$ cat config.mk
export PLATFORM = sky130hd
export DESIGN_NAME = port_controller_capability_regs
export DESIGN_NICKNAME = d
export VERILOG_FILES = /design/src/logic/cap_regs_pkg.sv /design/src/logic/cap_field_if.sv /design/src/logic/cap_byte_pack.sv /design/src/logic/port_controller_capability_regs.sv
export SDC_FILE = /design/constraint.sdc
export NUM_CORES = 1
export LEC_CHECK = 0
export ABC_CLOCK_PERIOD_IN_PS = 1100
export BUFFER_PORTS_ARGS = -buffer_cell sky130_fd_sc_hd__buf_2
export CAP_MARGIN = 40
export CORE_AREA = 2 2 39 41
export DETAILED_ROUTE_END_ITERATION = 8
export DIE_AREA = 0 0 41 43
export GPL_TIMING_DRIVEN = 0
export HOLD_SLACK_MARGIN = 0.12
export PLACE_DENSITY_LB_ADDON = 0.12
export SLEW_MARGIN = 20
export SYNTH_ARGS = -nofsm -noshare
export SYNTH_HDL_FRONTEND = slang
export SYNTH_SLANG_ARGS = --single-unit
$ cat constraint.sdc
create_clock -name ref_clk -period 1.1 [get_ports ref_clk]
set_input_delay 0.11 -clock ref_clk [delete_from_list [all_inputs] [get_ports ref_clk]]
set_output_delay 0.11 -clock ref_clk [all_outputs]
set_load 0.02 [all_outputs]
$ cat src/logic/cap_regs_pkg.sv
// Package with addresses, field layout and fixed values of the capability registers
package cap_regs_pkg;
	localparam int ADDR_W = 8;
	localparam int DATA_W = 8;

	localparam logic [7:0] CAP_TWO_LOW_ADDR = 8'h26;
	localparam logic [7:0] CAP_TWO_HIGH_ADDR = 8'h27;
	localparam logic [7:0] STD_IN_CAP_ADDR = 8'h28;
	localparam logic [7:0] STD_OUT_CAP_ADDR = 8'h29;

	localparam logic [7:0] CAP_TWO_LOW_RESET = 8'hc5;
	localparam logic [7:0] CAP_TWO_HIGH_RESET = 8'h00;
	localparam logic [7:0] STD_IN_CAP_RESET = 8'h00;
	localparam logic [7:0] STD_OUT_CAP_RESET = 8'h00;
	localparam logic [7:0] READ_ZERO = 8'h00;

	// Field positions in the low capability byte
	localparam int SINK_DISC_BIT = 7;
	localparam int STOP_DISCH_BIT = 6;
	localparam int ALARM_STEP_HI = 5;
	localparam int ALARM_STEP_LO = 4;
	localparam int POWER_CLASS_HI = 3;
	localparam int POWER_CLASS_LO = 1;
	localparam int OC_CAPABLE_BIT = 0;

	// Field positions in the standard input capability byte
	localparam int EXT_OVERVOLT_BIT = 2;
	localparam int EXT_OVERCUR_BIT = 1;
	localparam int EXT_CUT_BIT = 0;

	typedef enum logic [1:0] {
		STEP_25MV = 2'h0,
		STEP_50MV = 2'h1,
		STEP_100MV = 2'h2,
		STEP_RSVD = 2'h3
	} alarm_step_e;

	typedef enum logic [2:0] {
		PWR_1W0 = 3'h0,
		PWR_1W5 = 3'h1,
		PWR_2W0 = 3'h2,
		PWR_3W0 = 3'h3,
		PWR_4W0 = 3'h4,
		PWR_5W0 = 3'h5,
		PWR_6W0 = 3'h6,
		PWR_EXT = 3'h7
	} power_class_e;

	// Implemented capability values
	localparam logic SINK_DISC_VAL = 1'h1;
	localparam logic STOP_DISCH_VAL = 1'h1;
	localparam alarm_step_e ALARM_STEP_VAL = STEP_25MV;
	localparam power_class_e POWER_CLASS_VAL = PWR_2W0;
	localparam logic OC_CAPABLE_VAL = 1'h1;
	localparam logic EXT_OVERVOLT_VAL = 1'h0;
	localparam logic EXT_OVERCUR_VAL = 1'h0;
	localparam logic EXT_CUT_VAL = 1'h0;

	localparam logic [1:0] IGNORE_NONE = 2'h0;
	localparam logic [1:0] IGNORE_BIT0 = 2'h1;
	localparam logic [1:0] IGNORE_BITS10 = 2'h3;
	localparam logic [7:0] DECIWATT_EXT = 8'hff;

	// Threshold bits that the alarm comparator skips for a step code
	function automatic logic [1:0] ignoreMask(input alarm_step_e step);
		case (step)
			STEP_25MV: ignoreMask = IGNORE_NONE;
			STEP_50MV: ignoreMask = IGNORE_BIT0;
			STEP_100MV: ignoreMask = IGNORE_BITS10;
			default: ignoreMask = IGNORE_NONE;
		endcase
	endfunction : ignoreMask

	// Cable supply switch rating in tenths of a watt
	function automatic logic [7:0] powerDeciwatts(input power_class_e cls);
		case (cls)
			PWR_1W0: powerDeciwatts = 8'h0a;
			PWR_1W5: powerDeciwatts = 8'h0f;
			PWR_2W0: powerDeciwatts = 8'h14;
			PWR_3W0: powerDeciwatts = 8'h1e;
			PWR_4W0: powerDeciwatts = 8'h28;
			PWR_5W0: powerDeciwatts = 8'h32;
			PWR_6W0: powerDeciwatts = 8'h3c;
			default: powerDeciwatts = DECIWATT_EXT;
		endcase
	endfunction : powerDeciwatts
endpackage : cap_regs_pkg

$ cat src/logic/cap_field_if.sv
// Interface carrying the packed capability byte and its decoded meaning
`timescale 1ns/1ns
interface cap_field_if;
	logic [7:0] capLowByte;
	logic [7:0] stdInByte;
	logic [1:0] ignoreMask;
	logic [7:0] deciwatts;

	modport packer (output capLowByte, output stdInByte, output ignoreMask, output deciwatts);
	modport user (input capLowByte, input stdInByte, input ignoreMask, input deciwatts);
endinterface : cap_field_if

$ cat src/logic/cap_byte_pack.sv
// Packs capability fields into register bytes and decodes their meaning
`timescale 1ns/1ns
module cap_byte_pack (
	cap_field_if.packer fields
);
	wire logic [1:0] stepCode;
	wire logic [2:0] powerCode;

	assign stepCode = cap_regs_pkg::ALARM_STEP_VAL;
	assign powerCode = cap_regs_pkg::POWER_CLASS_VAL;

	assign fields.capLowByte = {cap_regs_pkg::SINK_DISC_VAL,
		cap_regs_pkg::STOP_DISCH_VAL,
		stepCode,
		powerCode,
		cap_regs_pkg::OC_CAPABLE_VAL};
	assign fields.stdInByte = {5'h00, cap_regs_pkg::EXT_OVERVOLT_VAL,
		cap_regs_pkg::EXT_OVERCUR_VAL, cap_regs_pkg::EXT_CUT_VAL};
	assign fields.ignoreMask = cap_regs_pkg::ignoreMask(cap_regs_pkg::alarm_step_e'(stepCode));
	assign fields.deciwatts = cap_regs_pkg::powerDeciwatts(cap_regs_pkg::power_class_e'(powerCode));
endmodule : cap_byte_pack

$ cat src/logic/port_controller_capability_regs.sv
// Read-only capability register bank with a simple byte register port
`timescale 1ns/1ns
// Function
// Bit 7 reads 1: sink disconnect threshold
// Bit 6 reads 1: stop discharge threshold
// Bits 5:4 read 00: 25 mV alarm step
// Step codes: 01 skips bit0, 10 skips 1:0
// Bits 3:1 read 010: 2 W supply switch
// Bit 0 reads 1: overcurrent fault capable
// Address 0x27 always reads zero
// Address 0x28 reads zero, no external inputs
// Address 0x29 reads zero, no indicator outputs
// Address 0x26 resets to and reads 0xC5
// Writes ignored, values unchanged; mapped writes pulse regWriteIgnored
module port_controller_capability_regs (
	input wire logic ref_clk,
	input wire logic sys_rst,
	input wire logic [7:0] regAddr,
	input wire logic [7:0] regWrData,
	input wire logic regWrEn,
	input wire logic regRdEn,
	output logic [7:0] regRdData,
	output logic regRdValid,
	output logic regAddrHit,
	output logic regWriteIgnored,
	output logic [1:0] thresholdIgnoreMask,
	output logic [7:0] cableSupplyDeciwatts
);
	cap_field_if fields ();

	cap_byte_pack packer (
		.fields(fields.packer)
	);

	logic [7:0] capLowQ;
	logic [7:0] capHighQ;
	logic [7:0] stdInQ;
	logic [7:0] stdOutQ;
	logic [7:0] regRdDataQ;
	logic [7:0] regRdDataD;
	logic regRdValidQ;
	logic regAddrHitQ;
	logic regAddrHitD;
	logic regWriteIgnoredQ;
	logic [1:0] ignoreMaskQ;
	logic [7:0] deciwattsQ;
	logic [7:0] lastRdAddrQ;

	function automatic logic isMapped(input logic [7:0] addr);
		isMapped = (addr == cap_regs_pkg::CAP_TWO_LOW_ADDR) ||
			(addr == cap_regs_pkg::CAP_TWO_HIGH_ADDR) ||
			(addr == cap_regs_pkg::STD_IN_CAP_ADDR) ||
			(addr == cap_regs_pkg::STD_OUT_CAP_ADDR);
	endfunction : isMapped

	wire logic selLow;
	wire logic selHigh;
	wire logic selIn;
	wire logic selOut;
	wire logic [7:0] readMux;
	wire logic wrMapped;

	assign selLow = regAddr == cap_regs_pkg::CAP_TWO_LOW_ADDR;
	assign selHigh = regAddr == cap_regs_pkg::CAP_TWO_HIGH_ADDR;
	assign selIn = regAddr == cap_regs_pkg::STD_IN_CAP_ADDR;
	assign selOut = regAddr == cap_regs_pkg::STD_OUT_CAP_ADDR;
	assign readMux = selLow ? capLowQ :
		selHigh ? capHighQ :
		selIn ? stdInQ :
		selOut ? stdOutQ : cap_regs_pkg::READ_ZERO;
	assign regRdDataD = regRdEn ? readMux : regRdDataQ;
	assign regAddrHitD = regRdEn ? isMapped(regAddr) : regAddrHitQ;
	assign wrMapped = regWrEn && isMapped(regAddr);

	// Register contents: loaded at reset, then refreshed only from fixed fields (low, input) or reset constants (high, output)
	always_ff @(posedge ref_clk or posedge sys_rst) begin
		if (sys_rst) begin
			capLowQ <= cap_regs_pkg::CAP_TWO_LOW_RESET;
			capHighQ <= cap_regs_pkg::CAP_TWO_HIGH_RESET;
			stdInQ <= cap_regs_pkg::STD_IN_CAP_RESET;
			stdOutQ <= cap_regs_pkg::STD_OUT_CAP_RESET;
		end else begin
			capLowQ <= fields.capLowByte;
			capHighQ <= cap_regs_pkg::CAP_TWO_HIGH_RESET;
			stdInQ <= fields.stdInByte;
			stdOutQ <= cap_regs_pkg::STD_OUT_CAP_RESET;
		end
	end

	// Read port and status outputs
	always_ff @(posedge ref_clk or posedge sys_rst) begin
		if (sys_rst) begin
			regRdDataQ <= cap_regs_pkg::READ_ZERO;
			regRdValidQ <= 1'b0;
			regAddrHitQ <= 1'b0;
			regWriteIgnoredQ <= 1'b0;
			ignoreMaskQ <= cap_regs_pkg::IGNORE_NONE;
			deciwattsQ <= cap_regs_pkg::READ_ZERO;
			lastRdAddrQ <= cap_regs_pkg::READ_ZERO;
		end else begin
			regRdDataQ <= regRdDataD;
			regRdValidQ <= regRdEn;
			regAddrHitQ <= regAddrHitD;
			regWriteIgnoredQ <= wrMapped;
			ignoreMaskQ <= fields.ignoreMask;
			deciwattsQ <= fields.deciwatts;
			lastRdAddrQ <= regRdEn ? regAddr : lastRdAddrQ;
		end
	end

	assign regRdData = regRdDataQ;
	assign regRdValid = regRdValidQ;
	assign regAddrHit = regAddrHitQ;
	assign regWriteIgnored = regWriteIgnoredQ;
	assign thresholdIgnoreMask = ignoreMaskQ;
	assign cableSupplyDeciwatts = deciwattsQ;
endmodule : port_controller_capability_regs

==> results of run 1 <==
critical path, cell delays in order (launching register included):
cell and delay (ps):
dfrtp_1 400, buf_4 140, buf_2 150
final cells by class:
| type | instances | area [um^2] |
|---|---|---|
| clock buffer | 4 | 26.28 |
| inverter | 3 | 11.26 |
| tap | 16 | 20.02 |
| fill | 156 | 825.8 |
| timing repair buffer | 23 | 130.1 |
| sequential | 5 | 125.1 |
| buffer | 16 | 120.1 |
| multi-input combinational | 24 | 125.1 |
routing by layer:
metal,up-vias,wire (um),GRT usage [%]
li1,161,-,-
met4,0,0,6.000
met2,21,272,9.375
met1,114,194,5.212
met3,0,99,3.141
met5,-,0,0
layout by cell type (no fill, tap or decap):
cell type	synthesis	routed
a22oi_1	1	1
buf_2	0	20
buf_4	16	16
clkbuf_1	0	1
clkbuf_4	0	3
conb_1	2	13
dfrtp_1	5	5
dlygate4sd3_1	0	3
inv_1	3	3
nand2_1	2	2
nand4_1	1	1
nor2_1	2	2
nor2b_1	2	2
nor4b_4	1	1
o21ai_0	1	1
o22ai_1	1	1
path summary, 6_finish.rpt:
kind | endpoint | slack [ps] | cells past startpoint
worst max-delay path | regRdData[6] | 60 | 2
worst min-delay path | regWriteIgnored$_DFF_PP0_ | 140 | 4
worst max register to register | regRdData[6]$_DFFE_PP0P_ | 450 | 2
worst min register to register | regAddrHit$_DFFE_PP0P_ | 530 | 2
max in group asynchronous | regRdData[6]$_DFFE_PP0P_ | 630 | 3
min in group asynchronous | cableSupplyDeciwatts[2]$_DFF_PP0_ | 300 | 3
Yosys cell counts:
| library cell | instances | area [um^2] |
|---|---|---|
| buf_4 | 16 | 120.1 |
| dfrtp_1 | 5 | 125.1 |
| inv_1 | 3 | 11.26 |
| conb_1 | 2 | 7.510 |
| nand2_1 | 2 | 7.510 |
| nor2_1 | 2 | 7.510 |
| nor2b_1 | 2 | 12.51 |
| a22oi_1 | 1 | 7.510 |
| nand4_1 | 1 | 6.260 |
| nor4b_4 | 1 | 23.77 |
| o21ai_0 | 1 | 5.000 |
| o22ai_1 | 1 | 6.260 |
registers in the layout, summed over array words and instances (netlist names):
signal,count
regRdValid,1
regAddrHit,1
cableSupplyDeciwatts,1
regWriteIgnored,1
regRdData,1
kinds of logic (layout without fill, tap and decap cells):
| group | count (synthesis) | count (layout) | synth area share (%) |
|---|---|---|---|
| other | 2 | 13 | 2.207 |
| DFF | 5 | 5 | 36.76 |
| AOI/OAI and AO/OA | 3 | 3 | 5.515 |
| buffers and inverters | 19 | 46 | 38.60 |
| and+or+nand+nor | 8 | 8 | 16.91 |
power by group through the flow:
stage | combinational (uW) | clock (uW) | sequential, uW
after CTS | 137 | 220 | 191
after detailed placement | 129 | 0 | 193
final | 137 | 206 | 191
after global placement | 129 | 0 | 193
after global routing | 149 | 232 | 191
after floorplan | 89.1 | 0 | 200
metrics by stage:
stage | util (%) | worst slack, ps | hold WS [ps] | cell area (um^2)
after floorplan | - | 326.0 | -111.5 | 381.6
after global placement | 36.26 | 279.6 | 14.23 | 501.7
after detailed placement | 36.26 | 270.3 | 10.60 | 501.7
after CTS | 40.33 | 44.56 | 133.4 | 558.0
after global routing | 40.33 | 10.44 | 154.7 | 558.0
final | 40.33 | 63.27 | 141.9 | 558.0
==> results.sh, run 1 <==
export IMPL_status="finished clean"
export IMPL_rows=14
export IMPL_synth_seq_cells=5
export IMPL_p_sw_share_pct=26.96
export IMPL_antenna_found_initial=0
export IMPL_fp_dieW_um=41
export IMPL_core_um2=1384
export IMPL_viasPerCell=3.253
export IMPL_clk_pin_slew_ps=40
export IMPL_cts_sinks=5
export IMPL_first_iter_violations=7
export IMPL_peakVddDrop_v=0.0003244
export IMPL_layout_nets=96
export IMPL_p_seq_share_pct=35.7
export IMPL_fin_crit_ps=1037
export IMPL_synthToLayoutAreaGrowth_pct=63.97
export IMPL_p_int_uw=390.2
export IMPL_hpwl_um=487
export IMPL_max_cap_violations=0
export IMPL_track_usage_pct=6.149
export IMPL_tns_ps=0
export IMPL_switchingPower_uw=144.0
export IMPL_cts_hold_fix_buffers=3
export IMPL_postCtsResizedCells=0
export IMPL_power_frac_clock_pct=38.6
export IMPL_worst_setup_path_start_kind="register"
export IMPL_total_power_uw=534.2
export IMPL_grt_max_degree=6
export IMPL_p_leak_uw=0.0003368
export IMPL_fmax_mhz=964.6
export IMPL_globalRoute_totalOverflow=0
export IMPL_synth_cell_types=12
export IMPL_wl_um=566
export IMPL_end_kind="output port"
export IMPL_finalSetupViolCount=0
export IMPL_hp_start="regAddr[4]"
export IMPL_dp_cells=84
export IMPL_power_density_nw_per_um2=957.3
export IMPL_ys_seq_area_share_pct=36.76
export IMPL_pwr_share_comb_pct=25.7
export IMPL_root_buffer="clkbuf_4"
export IMPL_hold_path_class="primary input to register"
export IMPL_postRouteAntennaNets=0
export IMPL_via_count=296
export IMPL_final_layout_size_suffix_gt1_share_pct=53.33
export IMPL_crit_required_ps=990
export IMPL_numCtsBuffers=3
export IMPL_gp_routability_congestion=0.6329
export IMPL_yosysWarnings=0
export IMPL_grt_pass1_vias=202
export IMPL_syn_cell_area_um2=340.3
export IMPL_cts_max_path_buffers=2
export IMPL_stdcell_count=91
export IMPL_die_h_um=43
export IMPL_reg2reg_from="regRdData[6]$_DFFE_PP0P_"
export IMPL_firstDrtPassIters=4
export IMPL_worstPathArrival_ps=930
export IMPL_skew_ps=0
export IMPL_io_pins=41
export IMPL_dieArea_um2=1763
export IMPL_rsz0062_at_grt="false"
export IMPL_synth_cells=37
export IMPL_io_buffers=20
export IMPL_finalCritPeriodShare_pct=94.25
export IMPL_tritoncts="built"
export IMPL_cts_setup_buffers=0
export IMPL_hold_viol=0
export IMPL_grt_first_pass_wirelength_um=669
export IMPL_htree_levels=1
export IMPL_initial_core_util_pct=24.59
export IMPL_worstSetupPathType="register to output port"
export IMPL_clock_latency_ps=240
export IMPL_n_antenna_cell=0
export IMPL_avgSynthCellArea_um2=9.198
export IMPL_path_max_fanout=5
export IMPL_drc=0
export IMPL_wire_per_inst_um=6.220
export IMPL_drv_slew=0
export IMPL_crit_start="regRdData[6]$_DFFE_PP0P_"
(Power assumes the default switching activity.)
==> run 2, diff against run 1 <==
ABC_AREA = 1   (was default)
ABC_CLOCK_PERIOD_IN_PS = 1050   (was 1100)
SLEW_MARGIN = default   (was 20)
clock period = 1.05 ns   (was 1.1 ns; I/O delays follow)
==> run 2 against run 1 <==
Compared with the run above:
- die area unchanged
- via count is 5.4% higher
- cell count grew 9.9%
- area after synthesis grew 2.2%
- clock power up 5%
- non-clock buffer count unchanged
- sequential power increased by 5%
- setup slack worse by 33 ps
- clock-buffer cell count unchanged
- clock skew did not move
- combinational power grew 7%
- sequential cell count is the same
- largest cell class unchanged
==> results.sh, run 2 <==
export IMPL_status="finished clean"
export IMPL_core_um2=1384
export IMPL_grt_first_pass_wirelength_um=841
export IMPL_p_int_uw=409.5
export IMPL_p_seq_share_pct=35.5
export IMPL_pre_cts_ws_ps=261.1
export IMPL_clk_pin_slew_ps=40
export IMPL_max_cap_violations=0
export IMPL_synthFlopType="dfrtp_1"
export IMPL_p_sw_share_pct=27.22
export IMPL_numCtsBuffers=3
export IMPL_postRouteAntennaNets=0
export IMPL_synth_top_area_cell="dfrtp_1"
export IMPL_finalCritPeriodShare_pct=97.11
export IMPL_hpwl_um=492.2
export IMPL_synth_seq_cells=5
export IMPL_synth_adder_area_share_pct=0
export IMPL_worst_setup_path_start_kind="register"
export IMPL_grt_max_degree=6
export IMPL_gp_routability_congestion=0.6151
export IMPL_avgSynthCellArea_um2=7.562
export IMPL_rsz0062_at_grt="true"
export IMPL_htree_levels=1
export IMPL_max_stage_delay_ps=410
export IMPL_cts_sinks=5
export IMPL_synth_area_leaders="dfrtp_1 (36%), buf_4 (35%), nand2_1 (9.7%), inv_1 (7.6%), nor2_1 (3.2%)"
export IMPL_synthToLayoutAreaGrowth_pct=67.63
export IMPL_fill_cells=142
export IMPL_ys_async_sr_fraction_pct=100.0
export IMPL_synthXorXnorAreaFrac_pct=0
export IMPL_synth_compound_area_share_pct=0
export IMPL_peakVddDrop_v=0.0002928
export IMPL_synthSimpleGateAreaFrac_pct=19.78
export IMPL_synth_commonest_cells="buf_4 (16), nand2_1 (9), inv_1 (7), dfrtp_1 (5), nor2_1 (3)"
export IMPL_final_cell_mix="buf_2 (17), buf_4 (16), conb_1 (13), nand2_1 (9), inv_1 (7)"
export IMPL_path_cells="buf_4 > buf_6"
export IMPL_power_frac_clock_pct=38.6
export IMPL_first_iter_violations=2
export IMPL_finalWorstSetupSlack_ps=30.39
export IMPL_viasPerCell=3.120
export IMPL_io_pins=41
export IMPL_drv_slew=0
export IMPL_grt_pass1_vias=251
export IMPL_globalRoute_totalOverflow=0
export IMPL_dieArea_um2=1763
export IMPL_wl_um=580
export IMPL_path_max_fanout=5
export IMPL_synth_edf_count=0
export IMPL_worstPathArrival_ps=910
export IMPL_fin_crit_ps=1020
export IMPL_die_h_um=43
export IMPL_skew_ps=0
export IMPL_antenna_found_initial=0
export IMPL_slowest_stage="dfrtp_1"
export IMPL_synth_cells=46
export IMPL_synth_area_mux_share_pct=0
export IMPL_end_kind="output port"
export IMPL_yosysMostFrequentCell="buf_4"
export IMPL_hold_viol=0
export IMPL_p_leak_uw=0.0003843
export IMPL_rows=14
export IMPL_wire_per_inst_um=5.800
export IMPL_worstSetupPathType="register to output port"
export IMPL_tns_ps=0
export IMPL_ys_seq_area_share_pct=35.97
export IMPL_hold_path_class="primary input to register"
export IMPL_clock_latency_ps=240
export IMPL_synth_cell_types=9
export IMPL_final_layout_size_suffix_gt1_share_pct=46.43
export IMPL_tritoncts="built"
export IMPL_pwr_share_comb_pct=25.9
export IMPL_fmax_mhz=980.8
export IMPL_finalSetupViolCount=0
export IMPL_layout_commonest_cell="buf_2"
export IMPL_power_density_nw_per_um2=964.9
export IMPL_final_area_um2=583.1
export IMPL_cts_max_path_buffers=2
export IMPL_firstDrtPassIters=2
export IMPL_io_buffers=20
export IMPL_synth_top_cell_area_share_pct=35.97
export IMPL_n_antenna_cell=0
export IMPL_root_buffer="clkbuf_4"
export IMPL_crit_required_ps=940
export IMPL_yosysWarnings=0
export IMPL_post_dp_cell_area_um2=509.2
export IMPL_drc=0
export IMPL_via_count=312
export IMPL_initial_core_util_pct=25.14
export IMPL_switchingPower_uw=153.1
export IMPL_syn_cell_area_um2=347.8
export IMPL_synth_top_family_by_area="buffers and inverters"
export IMPL_track_usage_pct=7.035
export IMPL_fp_dieW_um=41
export IMPL_layout_nets=105
run 2: area by class of cell:
type / instances / area (um^2) / area share [%]
repair buffers: 24 / 155.1 / 26.61
flip-flops and latches: 5 / 125.1 / 21.46
multi-input cells: 29 / 117.6 / 20.17
plain buffers: 15 / 112.6 / 19.31
clock buffers: 4 / 26.28 / 4.506
inverters: 7 / 26.28 / 4.506
well taps: 16 / 20.02 / 3.433
run 2: power groups by stage:
| stage | clock [uW] | sequential [uW] | combinational, uW |
|---|---|---|---|
| 6_report | 217 | 200 | 146 |
| 5_1_grt | 234 | 201 | 161 |
| 4_1_cts | 229 | 200 | 145 |
| 3_5_place_dp | 0 | 203 | 133 |
| 3_3_place_gp | 0 | 203 | 133 |
| 2_1_floorplan | 0 | 209 | 95.8 |
run 2: kinds of logic after synthesis:
| logic type | count (synthesis) |
|---|---|
| buffers and inverters | 23 |
| DFF | 5 |
| other | 2 |
| and+or+nand+nor | 16 |
run 2: worst max-delay path, delay by kind of cell (launching register included):
| kind | cells | cell delay [ps] |
|---|---|---|
| flip-flops | 1 | 410 |
| buffers and inverters | 2 | 270 |
run 2: stage by stage:
stage,util [%],total power (uW),hold slack (ps),std cells
after floorplan,-,305.0,-116.5,57
after global placement,36.80,335.5,8.711,93
after detailed placement,36.80,335.7,7.779,93
after CTS,42.13,574.0,209.8,100
after global routing,42.13,595.0,244.8,100
final,42.13,562.6,206.6,100
run 2: what timing repair did:
action                                 CTS  global route
setup endpoints to repair                3             2
hold buffers                             4             0
endpoints found under the hold margin    9             0
resized for setup                        5             0
buffers inserted                         0             0
run 2: final timing paths:
kind                                          start                                end  slack [ps]  cells after the start
setup / recovery           regRdData[6]$_DFFE_PP0P_                       regRdData[6]          30                      2
hold / removal                           regAddr[7]          regWriteIgnored$_DFF_PP0_         210                      6
setup reg to reg           regRdData[6]$_DFFE_PP0P_           regRdData[6]$_DFFE_PP0P_         400                      2
hold reg to reg              regAddrHit$_DFFE_PP0P_             regAddrHit$_DFFE_PP0P_         480                      2
max in group asynchronous                   sys_rst           regRdData[6]$_DFFE_PP0P_         590                      3
min in group asynchronous                   sys_rst  cableSupplyDeciwatts[2]$_DFF_PP0_         300                      3
run 2: per-layer routing:
layer  share of wire, %  wire [um]  up-vias  global-route usage [%]
met2                 50        288       21                   11.56
met4                  0          0        0                   8.000
met3                 13         75        0                       0
met5                  0          0        -                       0
met1                 37        216      112                   6.774
li1                   -          -      179                       -
==> run 3, diff against run 2 <==
==> constraint.sdc (replaced) <==
create_clock -name ref_clk -period 1.05 [get_ports ref_clk]
set_input_delay 0.1575 -clock ref_clk [delete_from_list [all_inputs] [get_ports ref_clk]]
set_output_delay 0.1575 -clock ref_clk [all_outputs]
set_load 0.02 [all_outputs]
==> run 3 against run 2 <==
Compared with the run above:
- critical path depth stayed put
- sequential share of layout area shrank 0.50 points
- via count up 1.9%
- register-to-register slack worse by 20 ps
- highest routed layer unchanged
- largest power group unchanged
- largest cell class unchanged
- setup slack worse by 49 ps
- clock skew unchanged
- the flow now finishes with violations (setup timing)
==> results.sh, run 3 (same netlist as run 2, synthesis figures left out) <==
export IMPL_status="finished, violations left"
export IMPL_violations="setup timing"
export IMPL_viasPerCell=3.180
export IMPL_cp_top_family="flip-flops"
export IMPL_use_met1_pct=6.774
export IMPL_grt_max_degree=6
export IMPL_cts_max_path_buffers=2
export IMPL_hpwl_um=492.2
export IMPL_fp_dieW_um=41
export IMPL_io_buffers=20
export IMPL_layout_commonest_cell="buf_2"
export IMPL_switchingPower_uw=153.8
export IMPL_grt_pass1_vias=249
export IMPL_die_h_um=43
export IMPL_first_iter_violations=2
export IMPL_clock_latency_ps=240
export IMPL_peakVddDrop_v=0.0002965
export IMPL_fill_cells=140
export IMPL_via_count=318
export IMPL_cts_setup_buffers=0
export IMPL_drc=0
export IMPL_path_cells="buf_6 > buf_6"
export IMPL_drv_slew=0
export IMPL_initial_core_util_pct=25.14
export IMPL_total_power_uw=563.8
export IMPL_final_area_um2=603.1
export IMPL_p_sw_share_pct=27.28
export IMPL_track_usage_pct=7.035
export IMPL_gp_routability_congestion=0.6151
export IMPL_io_pins=41
export IMPL_final_cell_mix="buf_2 (16), buf_4 (13), conb_1 (13), nand2_1 (9)"
export IMPL_grt_first_pass_wirelength_um=841
export IMPL_numCtsBuffers=3
export IMPL_power_frac_clock_pct=38.6
export IMPL_max_stage_delay_ps=430
export IMPL_ff2ff_setup_slack_ps=380
export IMPL_clk_pin_slew_ps=40
export IMPL_cp_num_buf_inv=2
export IMPL_finalWorstSetupSlack_ps=-18.90
export IMPL_worstPathArrival_ps=910
export IMPL_hold_viol=0
export IMPL_firstDrtPassIters=2
export IMPL_fmax_mhz=935.5
export IMPL_postRouteAntennaNets=0
export IMPL_max_cap_violations=0
export IMPL_crit_required_ps=890
export IMPL_dieArea_um2=1763
export IMPL_core_um2=1384
export IMPL_synthToLayoutAreaGrowth_pct=73.38
export IMPL_p_int_uw=410.0
export IMPL_pwr_share_comb_pct=25.9
export IMPL_antenna_found_initial=0
export IMPL_grtUsageMet2_pct=11.56
export IMPL_globalRoute_totalOverflow=0
export IMPL_wire_per_inst_um=5.850
export IMPL_rows=14
export IMPL_worst_setup_path_start_kind="register"
export IMPL_tritoncts="built"
export IMPL_cts_sinks=5
export IMPL_worstSetupPathType="register to output port"
export IMPL_cp_common_cell="buf_6"
export IMPL_root_buffer="clkbuf_4"
export IMPL_layout_nets=105
export IMPL_wl_um=585
export IMPL_top_usage_layer="met2"
export IMPL_fin_crit_ps=1069
export IMPL_htree_levels=1
export IMPL_finalCritPeriodShare_pct=101.8
export IMPL_met3_usage_pct=0
export IMPL_p_leak_uw=0.0003888
export IMPL_rsz0062_at_grt="true"
export IMPL_power_density_nw_per_um2=934.9
export IMPL_slowest_stage="dfrtp_2"
export IMPL_final_layout_size_suffix_gt1_share_pct=48.81
export IMPL_n_antenna_cell=0
export IMPL_finalSetupViolCount=3
export IMPL_path_max_fanout=5
export IMPL_p_seq_share_pct=35.5
export IMPL_post_dp_cell_area_um2=509.2
export IMPL_skew_ps=0
export IMPL_end_kind="output port"
export IMPL_hold_path_class="primary input to register"
## run 3: cell count changes in the layout (fill, tap and decap cells not counted)
cell           delta
buf_6             +5
buf_4             -3
buf_2             -1
dfrtp_1           -1
dfrtp_2           +1
dlygate4sd3_1     -1
## run 3: metrics by stage
stage	setup TNS [ps]	setup WS (ps)	std cells	hold WS [ps]	util [%]
floorplan	0	228.2	57	-63.98	-
global placement	0	215.8	93	61.21	36.80
detailed placement	0	208.6	93	60.28	36.80
CTS	-101.3	-34.26	100	171.4	42.22
global route	-142.0	-48.92	100	196.4	43.58
finish	-55.89	-18.90	100	177.1	43.58
## run 3: repair_timing
| action | 4_1_cts | 5_1_grt |
|---|---|---|
| gates resized for setup | 6 | 6 |
| hold buffers | 3 | 0 |
| cloned | 0 | 0 |
| hold endpoints to repair | 7 | 0 |
| setup endpoints to repair | 3 | 4 |
## run 3: metal layers
layer  vias up  wire length (um)
li1        179                 -
met1       118               201
met2        21               308
met3         0                75
met4         0                 0
met5         -                 0
## run 3: cell type report
class	instances	area, um^2	area share, %
tap	16	20.02	3.320
buffer	16	131.4	21.78
clock buffer	4	26.28	4.357
timing repair buffer	23	155.1	25.73
multi-input combinational	29	117.6	19.50
inverter	7	26.28	4.357
sequential	5	126.4	20.95
## run 3: final timing paths
kind | from | cells after the start | endpoint
setup / recovery | regRdData[6]$_DFFE_PP0P_ | 2 | regRdData[7]
hold / removal | regAddr[0] | 4 | regRdData[6]$_DFFE_PP0P_
setup reg to reg | regRdData[6]$_DFFE_PP0P_ | 2 | regRdData[6]$_DFFE_PP0P_
hold reg to reg | regAddrHit$_DFFE_PP0P_ | 2 | regAddrHit$_DFFE_PP0P_
max in group asynchronous | sys_rst | 3 | regRdData[6]$_DFFE_PP0P_
min in group asynchronous | sys_rst | 3 | cableSupplyDeciwatts[2]$_DFF_PP0_
## run 3: worst register-to-register path: stages, from the launching register on
cell and delay [ps]:
dfrtp_2 430, nand2_1 80, nand2_1 50
## run 3: power groups by stage
stage	Clock, uW	Combinational [uW]	Sequential [uW]
2_1_floorplan	0	95.8	209
3_3_place_gp	0	133	203
3_5_place_dp	0	133	203
4_1_cts	229	142	200
5_1_grt	237	161	200
6_report	218	146	200
